`config.mk`:
```
export PLATFORM = sky130hd
export DESIGN_NAME = clock_reset_unit
export DESIGN_NICKNAME = d
export VERILOG_FILES = /design/src/hw/clock_reset_pkg.sv /design/src/hw/clock_enable_divider.sv /design/src/hw/clock_reset_unit.sv
export SDC_FILE = /design/constraint.sdc
export NUM_CORES = 1
export LEC_CHECK = 0
export BUFFER_PORTS_ARGS = -buffer_cell sky130_fd_sc_hd__buf_2
export CAP_MARGIN = 20
export CORE_UTILIZATION = 40
export CTS_BUF_LIST = sky130_fd_sc_hd__clkbuf_16
export DETAILED_ROUTE_END_ITERATION = 7
export PLACE_DENSITY = 0.62
export SYNTH_ARGS = -nofsm -noshare
export SYNTH_HDL_FRONTEND = slang
export SYNTH_SLANG_ARGS = --single-unit
```
`constraint.sdc`:
```
create_clock -name clk -period 9.4 [get_ports clk]
set_clock_uncertainty 0.15 [all_clocks]
set_input_delay 1.41 -clock clk [delete_from_list [all_inputs] [get_ports clk]]
set_output_delay 1.41 -clock clk [all_outputs]
set_load 0.02 [all_outputs]
```
`src/hw/clock_reset_pkg.sv`:
```
// Purpose: Shared constants and types of the clock generation and reset unit.
// Assumes: Registers sit in one register bank reached through the serial slave.
// Notes:   Frequencies are in MHz and times in the unit that their names give.
package clock_reset_pkg;

	// Register offsets.
	localparam logic [7:0] SOFT_RESET_OFFSET   = 8'h24;
	localparam logic [7:0] CLOCK_DIV_OFFSET    = 8'h25;
	localparam logic [7:0] PLL_CONTROL_OFFSET  = 8'h4a;
	localparam logic [7:0] REF_DIVIDER_OFFSET  = 8'h4d;
	localparam logic [7:0] FB_MULTIPLIER_OFFSET = 8'h4e;

	// Field positions.
	localparam int SOFT_RESET_BIT   = 0;
	localparam int HALVER_BIT       = 5;
	localparam int DDIV_LSB         = 0;
	localparam int PLL_POWER_DOWN_BIT       = 5;
	localparam int PLL_SKIP_BIT     = 4;

	// Values after reset.
	localparam logic       SOFT_RESET_RESET    = 1'b0;
	localparam logic       HALVER_RESET        = 1'b1;
	localparam logic [2:0] DDIV_RESET          = 3'b000;
	localparam logic       PLL_POWER_DOWN_RESET        = 1'b1;
	localparam logic       PLL_SKIP_RESET      = 1'b1;
	localparam logic [7:0] REF_DIVIDER_RESET   = 8'h03;
	localparam logic [7:0] FB_MULTIPLIER_RESET = 8'h08;

	// Double-rate divider codes.
	localparam logic [2:0] DDIV_BY_ONE  = 3'b000;
	localparam logic [2:0] DDIV_BY_TWO  = 3'b010;
	localparam logic [2:0] DDIV_BY_FOUR = 3'b100;

	// Frequencies and counts.
	localparam int         REF_CLOCK_MHZ     = 27;
	localparam int         VCO_LIMIT_MHZ     = 72;
	localparam int         SYNC_HOLD_PCLKS   = 16;
	localparam int         HARD_RESET_MCLKS  = 8;
	localparam int         PLL_LOCK_US       = 300;

	// Slave address; the value is arbitrary.
	localparam logic [6:0] SLAVE_ADDRESS     = 7'h2a;

	// Clock configuration as it goes to the analogue PLL and the dividers.
	typedef struct packed {
		logic       pll_power_down;
		logic       pll_skip_select;
		logic       pixel_clock_halver;
		logic [2:0] double_rate_clock_divider;
		logic [7:0] reference_divider;
		logic [7:0] feedback_multiplier;
	} clock_cfg_t;

	typedef enum logic [8:0] {
		BUS_IDLE = 9'b000000001,
		BUS_ADDR = 9'b000000010,
		BUS_AACK = 9'b000000100,
		BUS_PTR  = 9'b000001000,
		BUS_PACK = 9'b000010000,
		BUS_WDAT = 9'b000100000,
		BUS_WACK = 9'b001000000,
		BUS_RDAT = 9'b010000000,
		BUS_RACK = 9'b100000000
	} bus_state_t;

	typedef enum logic [2:0] {
		SR_IDLE  = 3'b001,
		SR_SCL   = 3'b010,
		SR_PIXEL = 3'b100
	} soft_reset_state_t;

endpackage

```
`src/hw/clock_enable_divider.sv`:
```
// Purpose: Turns source clock ticks into pixel and double-rate pixel enables.
// Assumes: src_tick is a one-cycle pulse per source clock rising edge.
// Notes:   Reserved divider codes fall back to divide by one.
`timescale 1ns/1ps
module clock_enable_divider
	import clock_reset_pkg::*;
(
	// Clock and reset
	input  wire logic       clk,
	input  wire logic       rst,
	// Source and settings
	input  wire logic       src_tick,
	input  wire logic       halver,
	input  wire logic [2:0] ddiv,
	// Enables
	output logic            pclk_en,
	output logic            ppclk_en
);
	import clock_reset_pkg::*;

	logic [1:0] tick_count;

	always_ff @(posedge clk or posedge rst) begin
		if (rst) begin
			tick_count <= 2'h0;
		end else if (src_tick) begin
			tick_count <= tick_count + 2'h1;
		end
	end

	// Halver cleared gives every other source tick, set gives each one.
	always_ff @(posedge clk or posedge rst) begin
		if (rst) begin
			pclk_en <= 1'b0;
		end else begin
			pclk_en <= src_tick & (halver | tick_count[0]);
		end
	end

	always_ff @(posedge clk or posedge rst) begin
		if (rst) begin
			ppclk_en <= 1'b0;
		end else begin
			case (ddiv)
				DDIV_BY_TWO:  ppclk_en <= src_tick & tick_count[0];
				DDIV_BY_FOUR: ppclk_en <= src_tick & (tick_count == 2'h3);
				default:      ppclk_en <= src_tick;
			endcase
		end
	end

endmodule

```
`src/hw/clock_reset_unit.sv`:
```
// Purpose: Clock control registers, pixel clock enables and soft reset sequencing.
// Assumes: rst is the hard reset pin already inverted, held at least eight master clocks.
// Notes:   Clocks are represented as enable pulses on clk; the PLL itself is analogue.
//
// Behaviour
// - The PLL output is reference times multiplier over divider and software keeps it at or below 72 MHz.
// - With the skip bit set the reference replaces the PLL output at the dividers, and the bit resets set.
// - Power-down bit 5 powers the PLL on when clear and down when set, resetting set.
// - The halver bit gives the source over two when clear and the source itself when set, resetting set.
// - The double-rate field gives divide by one, two and four for 000, 010 and 100, resetting 000.
// - Two internal clocks are derived, the pixel clock and the double-rate pixel clock.
// - Hard or soft reset returns every register to its default.
// - Writing one to bit 0 of the soft reset register starts a soft reset.
// - Both resets go low together and stay low for one serial clock period.
// - Then the asynchronous reset releases and the synchronous one stays low 16 more pixel clocks.
`timescale 1ns/1ps
module clock_reset_unit
	import clock_reset_pkg::*;
#(
	parameter int SYNC_HOLD = SYNC_HOLD_PCLKS
)
(
	// Clock and reset
	input  wire logic                       clk,
	input  wire logic                       rst,
	// Clock pins
	input  wire logic                       reference_clock_input,
	input  wire logic                       vco_clock_input,
	// Serial register port
	input  wire logic                       scl_in,
	input  wire logic                       sda_in,
	output logic                            sda_out,
	output logic                            sda_oe,
	// PLL control
	output clock_reset_pkg::clock_cfg_t     pll_cfg,
	output logic                            vco_over_limit,
	// Derived clocks
	output logic                            pclk_en,
	output logic                            ppclk_en,
	// Soft reset outputs
	output logic                            async_reset_n,
	output logic                            sync_reset_n
);
	import clock_reset_pkg::*;

	// The hold counter is eight bits wide, so larger holds cannot be served.
	if (SYNC_HOLD < 1 || SYNC_HOLD > 255) begin
		$error("SYNC_HOLD must lie between 1 and 255");
	end

	// Pin synchronisers: stage 1 feeds stage 2 only; stage 3 serves edge detection.
	logic [2:0] ref_sync;
	logic [2:0] vco_sync;
	logic [2:0] scl_sync;
	logic [2:0] sda_sync;

	always_ff @(posedge clk or posedge rst) begin
		if (rst) begin
			ref_sync <= 3'h0;
			vco_sync <= 3'h0;
			scl_sync <= 3'h7;
			sda_sync <= 3'h7;
		end else begin
			ref_sync <= {ref_sync[1:0], reference_clock_input};
			vco_sync <= {vco_sync[1:0], vco_clock_input};
			scl_sync <= {scl_sync[1:0], scl_in};
			sda_sync <= {sda_sync[1:0], sda_in};
		end
	end

	logic ref_rise;
	logic vco_rise;
	logic scl_rise;
	logic scl_fall;
	logic bus_start;
	logic bus_stop;
	logic src_tick;

	assign ref_rise  = ref_sync[1] & ~ref_sync[2];
	assign vco_rise  = vco_sync[1] & ~vco_sync[2];
	assign scl_rise  = scl_sync[1] & ~scl_sync[2];
	assign scl_fall  = ~scl_sync[1] & scl_sync[2];
	assign bus_start = scl_sync[1] & scl_sync[2] & ~sda_sync[1] & sda_sync[2];
	assign bus_stop  = scl_sync[1] & scl_sync[2] & sda_sync[1] & ~sda_sync[2];

	// Sampling at 200 MHz limits the usable PLL output to well under 100 MHz, which the
	// 72 MHz ceiling respects. A powered-down PLL yields no ticks unless skipped.
	assign src_tick = pll_cfg.pll_skip_select ? ref_rise :
		(~pll_cfg.pll_power_down & vco_rise);

	// Serial slave.
	bus_state_t  bus_state;
	logic [3:0]  bit_count;
	logic [7:0]  rx_shift;
	logic [7:0]  tx_shift;
	logic [7:0]  reg_ptr;
	logic        read_mode;
	logic        master_nack;
	logic        wr_strobe;
	logic [7:0]  read_value;
	logic        soft_reset_trigger;
	logic        regs_to_default;
	soft_reset_state_t sr_state;

	always_comb begin
		read_value = 8'h00;
		if (reg_ptr == SOFT_RESET_OFFSET) begin
			read_value[SOFT_RESET_BIT] = soft_reset_trigger;
		end else if (reg_ptr == CLOCK_DIV_OFFSET) begin
			read_value[HALVER_BIT] = pll_cfg.pixel_clock_halver;
			read_value[DDIV_LSB +: 3] = pll_cfg.double_rate_clock_divider;
		end else if (reg_ptr == PLL_CONTROL_OFFSET) begin
			read_value[PLL_POWER_DOWN_BIT] = pll_cfg.pll_power_down;
			read_value[PLL_SKIP_BIT] = pll_cfg.pll_skip_select;
		end else if (reg_ptr == REF_DIVIDER_OFFSET) begin
			read_value = pll_cfg.reference_divider;
		end else if (reg_ptr == FB_MULTIPLIER_OFFSET) begin
			read_value = pll_cfg.feedback_multiplier;
		end
	end

	always_ff @(posedge clk or posedge rst) begin
		if (rst) begin
			bus_state   <= BUS_IDLE;
			bit_count   <= 4'h0;
			rx_shift    <= 8'h00;
			tx_shift    <= 8'h00;
			reg_ptr     <= 8'h00;
			read_mode   <= 1'b0;
			master_nack <= 1'b0;
			sda_oe      <= 1'b0;
			wr_strobe   <= 1'b0;
		end else begin
			wr_strobe <= 1'b0;
			if (bus_start) begin
				bus_state <= BUS_ADDR;
				bit_count <= 4'h0;
				sda_oe    <= 1'b0;
			end else if (bus_stop) begin
				bus_state <= BUS_IDLE;
				sda_oe    <= 1'b0;
			end else begin
				case (bus_state)
					BUS_ADDR, BUS_PTR, BUS_WDAT: begin
						if (scl_rise) begin
							rx_shift  <= {rx_shift[6:0], sda_sync[1]};
							bit_count <= bit_count + 4'h1;
						end else if (scl_fall && bit_count == 4'h8) begin
							bit_count <= 4'h0;
							sda_oe    <= 1'b1;
							if (bus_state == BUS_ADDR) begin
								read_mode <= rx_shift[0];
								if (rx_shift[7:1] == SLAVE_ADDRESS) begin
									bus_state <= BUS_AACK;
								end else begin
									bus_state <= BUS_IDLE;
									sda_oe    <= 1'b0;
								end
							end else if (bus_state == BUS_PTR) begin
								reg_ptr   <= rx_shift;
								bus_state <= BUS_PACK;
							end else begin
								wr_strobe <= 1'b1;
								bus_state <= BUS_WACK;
							end
						end
					end
					BUS_AACK, BUS_RACK: begin
						if (scl_rise && bus_state == BUS_RACK) begin
							master_nack <= sda_sync[1];
						end else if (scl_fall) begin
							if (read_mode && !(bus_state == BUS_RACK && master_nack)) begin
								sda_oe    <= ~read_value[7];
								tx_shift  <= {read_value[6:0], 1'b0};
								reg_ptr   <= reg_ptr + 8'h01;
								bit_count <= 4'h1;
								bus_state <= BUS_RDAT;
							end else begin
								sda_oe    <= 1'b0;
								bus_state <= read_mode ? BUS_IDLE : BUS_PTR;
							end
						end
					end
					BUS_PACK, BUS_WACK: begin
						if (scl_fall) begin
							sda_oe    <= 1'b0;
							bus_state <= BUS_WDAT;
							if (bus_state == BUS_WACK) begin
								reg_ptr <= reg_ptr + 8'h01;
							end
						end
					end
					BUS_RDAT: begin
						if (scl_fall) begin
							if (bit_count == 4'h8) begin
								sda_oe    <= 1'b0;
								bus_state <= BUS_RACK;
							end else begin
								sda_oe    <= ~tx_shift[7];
								tx_shift  <= {tx_shift[6:0], 1'b0};
								bit_count <= bit_count + 4'h1;
							end
						end
					end
					default: begin
						bus_state <= BUS_IDLE;
					end
				endcase
			end
		end
	end

	// Open drain: the pin is only ever pulled low.
	always_ff @(posedge clk or posedge rst) begin
		if (rst) begin
			sda_out <= 1'b0;
		end else begin
			sda_out <= 1'b0;
		end
	end

	// Register file. The soft reset returns it to defaults while the asynchronous phase lasts,
	// but the slave keeps its place so that the acknowledge in flight still completes.
	assign regs_to_default = (sr_state == SR_SCL);

	always_ff @(posedge clk or posedge rst) begin
		if (rst) begin
			soft_reset_trigger                <= SOFT_RESET_RESET;
			pll_cfg.pixel_clock_halver        <= HALVER_RESET;
			pll_cfg.double_rate_clock_divider <= DDIV_RESET;
			pll_cfg.pll_power_down            <= PLL_POWER_DOWN_RESET;
			pll_cfg.pll_skip_select           <= PLL_SKIP_RESET;
			pll_cfg.reference_divider         <= REF_DIVIDER_RESET;
			pll_cfg.feedback_multiplier       <= FB_MULTIPLIER_RESET;
		end else if (regs_to_default) begin
			soft_reset_trigger                <= SOFT_RESET_RESET;
			pll_cfg.pixel_clock_halver        <= HALVER_RESET;
			pll_cfg.double_rate_clock_divider <= DDIV_RESET;
			pll_cfg.pll_power_down            <= PLL_POWER_DOWN_RESET;
			pll_cfg.pll_skip_select           <= PLL_SKIP_RESET;
			pll_cfg.reference_divider         <= REF_DIVIDER_RESET;
			pll_cfg.feedback_multiplier       <= FB_MULTIPLIER_RESET;
		end else if (wr_strobe) begin
			if (reg_ptr == SOFT_RESET_OFFSET) begin
				soft_reset_trigger <= rx_shift[SOFT_RESET_BIT];
			end else if (reg_ptr == CLOCK_DIV_OFFSET) begin
				pll_cfg.pixel_clock_halver        <= rx_shift[HALVER_BIT];
				pll_cfg.double_rate_clock_divider <= rx_shift[DDIV_LSB +: 3];
			end else if (reg_ptr == PLL_CONTROL_OFFSET) begin
				pll_cfg.pll_power_down  <= rx_shift[PLL_POWER_DOWN_BIT];
				pll_cfg.pll_skip_select <= rx_shift[PLL_SKIP_BIT];
			end else if (reg_ptr == REF_DIVIDER_OFFSET) begin
				pll_cfg.reference_divider <= rx_shift;
			end else if (reg_ptr == FB_MULTIPLIER_OFFSET) begin
				pll_cfg.feedback_multiplier <= rx_shift;
			end
		end
	end

	// Ratio check: reference times multiplier against the ceiling times divider.
	localparam logic [7:0] REF_MHZ_W   = 8'(REF_CLOCK_MHZ);
	localparam logic [7:0] LIMIT_MHZ_W = 8'(VCO_LIMIT_MHZ);

	always_ff @(posedge clk or posedge rst) begin
		if (rst) begin
			vco_over_limit <= 1'b0;
		end else begin
			vco_over_limit <= (16'(REF_MHZ_W) * 16'(pll_cfg.feedback_multiplier)) >
				(16'(LIMIT_MHZ_W) * 16'(pll_cfg.reference_divider));
		end
	end

	// Soft reset sequencer.
	logic       soft_reset_request;
	logic [7:0] pclk_count;
	logic       div_pclk_en;
	logic       div_ppclk_en;

	assign soft_reset_request = wr_strobe && reg_ptr == SOFT_RESET_OFFSET &&
		rx_shift[SOFT_RESET_BIT];

	always_ff @(posedge clk or posedge rst) begin
		if (rst) begin
			sr_state   <= SR_IDLE;
			pclk_count <= 8'h00;
		end else begin
			case (sr_state)
				SR_IDLE: begin
					if (soft_reset_request) begin
						sr_state <= SR_SCL;
					end
				end
				SR_SCL: begin
					// The write strobe comes at the fall that opens the acknowledge clock,
					// so the next fall closes one whole serial clock period.
					if (scl_fall) begin
						sr_state   <= SR_PIXEL;
						pclk_count <= 8'h00;
					end
				end
				SR_PIXEL: begin
					if (div_pclk_en) begin
						if (pclk_count == 8'(SYNC_HOLD - 1)) begin
							sr_state <= SR_IDLE;
						end else begin
							pclk_count <= pclk_count + 8'h01;
						end
					end
				end
				default: begin
					sr_state <= SR_IDLE;
				end
			endcase
		end
	end

	always_ff @(posedge clk or posedge rst) begin
		if (rst) begin
			async_reset_n <= 1'b0;
			sync_reset_n  <= 1'b0;
		end else begin
			async_reset_n <= ~(sr_state == SR_SCL || (sr_state == SR_IDLE && soft_reset_request));
			sync_reset_n  <= (sr_state == SR_IDLE) && !soft_reset_request;
		end
	end

	clock_enable_divider i_clock_enable_divider (
		.clk      (clk),
		.rst      (rst),
		.src_tick (src_tick),
		.halver   (pll_cfg.pixel_clock_halver),
		.ddiv     (pll_cfg.double_rate_clock_divider),
		.pclk_en  (div_pclk_en),
		.ppclk_en (div_ppclk_en)
	);

	always_ff @(posedge clk or posedge rst) begin
		if (rst) begin
			pclk_en  <= 1'b0;
			ppclk_en <= 1'b0;
		end else begin
			pclk_en  <= div_pclk_en;
			ppclk_en <= div_ppclk_en;
		end
	end

endmodule

```
==> summary.md <==
The post-synthesis register bit count was 95; the count of final max-slew check failures was 0. Worst min-delay path category: flop to flop. The tools report the post-synthesis sequential area ratio as 0.369. The synthesis-to-finish area growth is 9.44%, and the number of diodes added for antenna fixing is 0. The leading cell type by number of instances after synthesis was dfrtp_1.

Cell internal power was estimated by the tool at 0.634 mW. For the worst setup slack for register-to-register paths, the log shows 4.93 ns. The part of the cycle the worst path needs works out to 0.475.

In this run the post-CTS setup repair buffer count came out at 0. Count of endpoints failing setup in the final report: 0. TritonCTS built the clock tree. The flow ran to the end, and the final reports show no timing, DRC or antenna violations. Measured in cells, the most critical reg-to-reg path has a length of 15. The launch instance of the worst register-to-register path was pll_cfg[1].

Yosys mapped the design onto 77 distinct sky130hd cell types. The logs give 0.193 for the total global routing track utilization and 0.410 for the starting density of the core. The tree is rooted in a clkbuf_16. The number of flops mapped to enable cells by yosys came out at 0.

For the worst setup path, the data arrival time is 4.55 ns. Along the worst hold path, the cell count comes to 0. In the final design database the tool counted 768 nets. For the sequential fraction of design power, the log shows 0.525.

Summing every instance area after synthesis gives 6480 um^2. After synthesis, the mean cell area works out to 9.62 um^2. The clock transition at the register clock pins on the worst setup and hold paths after CTS works out to 0.06 ns. The run gives 0 as the leftover overflow at the end of global routing. The detailed-placement wirelength estimate was 11.5 mm; the first-pass GRT wire length was 25.0 mm. Share of the synthesized area in the top cell type: 0.313. Counting the buffers created by CTS gives 9.

After synthesis, the most frequently instantiated cells are 81 x dfrtp_1, 58 x ha_1, 57 x nand2_1. Cell row count: 46. The run gives 0 as the final number of hold-violating endpoints. The layout cell share with drive strength beyond 1 works out to 0.134.

The kind of capture point of the worst setup path is a flop. Most used flip-flop cell after synthesis: dfrtp_1. After routing, the total negative slack on setup checks comes to 0 ns.

The tools report the final antenna-violating net count as 0. By startpoint and endpoint, the worst setup path is classified as flop to flop. Post-route core utilization: 0.448.

The part of the power in the clock network came out at 0.435. The run gives 674 as the synthesized netlist cell count. The placed instances occupy a cell area of 6790 um^2. In this run the critical register-to-register path is captured at vco_over_limit. Entering global routing, the biggest net connects 84 pins. The count of max-cap constraint violations was 0; the via count of the first global-routing pass was 4,749.

The number of nets handed over by synthesis was 746. Routability-driven placement finished with a final weighted congestion of 0.861. The run gives 0 as the number of antenna violations at the first check in global routing. The switching part of the total was 0.220. The analysis attributes to cell leakage a power of 3.33 nW. The first routing iteration left 423 violations. The later pin in the worst-skew pair is clocked with a latency of 0.34 ns. The tools report the wire length reported by the detailed router as 15.3 mm. In this run the horizontal extent of the chip is 129 um.

The worst-case clock buffer depth is 2, and the number of gates given a new drive strength after cts is 0. The fraction of power consumed by combinational cells is 0.040. The average detailed-routed wire length per instance was 16.7 um.

The die footprint came out at 16,700 um^2. The worst hold path begins at ref_sync[0]. The placeable core region was 15,800 um^2; the die height was 129 um.

The count of synthesis-stage warnings from yosys was 0. The worst hold path terminates at ref_sync[1]. The number of hold buffers added after cts was 0. Sorting the synthesized cells by area gives the leading types as dfrtp_1 31%, ha_1 11%, dfstp_2 5.7%, a21oi_1 3.5%, nand2_1 3.3%. The ratio of routed vias to standard cells is 5.53, and the total number of vias is 5,068. The worst setup path is launched from a flop. Setup repair after global routing left no endpoint under its margin. The share of synthesized registers carrying an async set or reset was 1.00.

Derived from the worst setup path, the maximum achievable clock frequency is 224 MHz. The worst-case headroom to the max-slew limit is 0.365. Of all cell types, the one taking the most synthesized area is dfrtp_1. The power density of the placed cells came out at 115 nW/um^2. In this run the number of H-tree levels came out at 3.

The required time at the worst-slack endpoint was 9.48 ns. The peak fanout along the critical path came out at 7. Counting I/O delays and the setup requirement, the final critical path takes 4.47 ns. CTS saw 95 sinks. The detailed-router iteration count before antenna repair was 5. Worst ir drop on vdd: 104 uV.

After routing the design area is 7100 um^2. The slew at the pin with the worst max-slew slack is 0.949 ns, and the total DRC errors in the routed layout is 0. The number of top-level pins was 35. In this run the tool buffered the top-level ports with 33 buffer cells. In this run the power spent charging and discharging nets is 0.179 mW.
==> layout make-up <==
cell class	instances	area (um^2)
Inverter	42	160
Multi-Input combinational cell	512	3790
Timing Repair Buffer	36	200
Fill cell	1500	8730
Tap cell	216	270
Sequential cell	95	2390
Clock inverter	7	58.8
Clock buffer	9	225
==> logic make-up (layout without fill, tap and decap cells) <==
| family | after synthesis | count (layout) | share of synthesized area |
|---|---|---|---|
| and+or+nand+nor | 230 | 230 | 0.201 |
| adders and majority gates | 66 | 66 | 0.137 |
| muxes | 33 | 33 | 0.0562 |
| xor gates and xnor gates | 24 | 24 | 0.0324 |
| DFF | 95 | 95 | 0.369 |
| AOI/OAI and AO/OA | 158 | 158 | 0.157 |
| buffers and inverters | 67 | 94 | 0.0467 |
| other | 1 | 1 | 0.000578 |
==> per-stage QoR <==
stage	power [mW]	instances	hold slack, ns	setup slack [ns]
floorplan	0.456	674	0.181	5.16
global placement	0.465	900	0.186	5.09
detailed placement	0.467	900	0.189	4.93
CTS	0.824	916	0.203	4.91
global route	0.844	917	0.205	4.70
finish	0.813	917	0.202	4.93
==> power groups by stage <==
stage | combinational [mW] | clock, mW | sequential [mW]
CTS | 0.0325 | 0.364 | 0.427
global route | 0.0376 | 0.378 | 0.428
global placement | 0.0305 | 0 | 0.434
floorplan | 0.0226 | 0 | 0.434
detailed placement | 0.0324 | 0 | 0.435
finish | 0.0323 | 0.354 | 0.427
==> registers in the layout, summed over array words and instances (netlist names), 4 cells and up <==
register,flops
pll_cfg,22
tx_shift,7
pclk_count,8
bit_count,4
reg_ptr,8
bus_state,9
rx_shift,8
==> cells in the final DEF, fill, tap and decap left out, types with 13 or more instances in the layout <==
cell / n
dfrtp_1: 81
ha_1: 58
nand2_1: 57
nor2_1: 47
a21oi_1: 45
inv_1: 44
buf_2: 33
o21ai_0: 21
mux2i_1: 18
nand3_1: 17
o21ai_1: 17
nand2b_1: 15
nor2b_1: 14
dfstp_2: 14
xnor2_1: 13
nor3_1: 13
==> worst max-delay path: stages (launching register included) <==
cell and delay, ns:
dfrtp_1 0.46, ha_1 0.37, fa_1 0.52, inv_1 0.06
fa_1 0.49, inv_1 0.04, ha_1 0.34, o21ai_0 0.37
o211ai_1 0.16, a31o_2 0.24, a21oi_1 0.16, xnor2_1 0.10
ha_1 0.31, nand4b_1 0.10, o32a_1 0.35, o211a_1 0.13
==> layer usage <==
layer,routed length [um],vias to the layer above,global-route usage
li1,-,2467,-
met1,7460,2469,0.274
met2,7060,115,0.308
met3,548,17,0.0301
met4,198,0,0.0484
met5,0,-,0
==> worst max path at each step <==
stage,from,end,slack [ns],cells after the start
floorplan,pll_cfg[1],vco_over_limit,5.16,15
global route,pll_cfg[1],vco_over_limit,4.70,15
global placement,pll_cfg[2],vco_over_limit,5.09,15
detailed placement,pll_cfg[1],vco_over_limit,4.93,15
CTS,pll_cfg[1],vco_over_limit,4.91,15
finish,pll_cfg[1],vco_over_limit,4.93,15
Note: power is estimated with default switching activity, not from simulation.
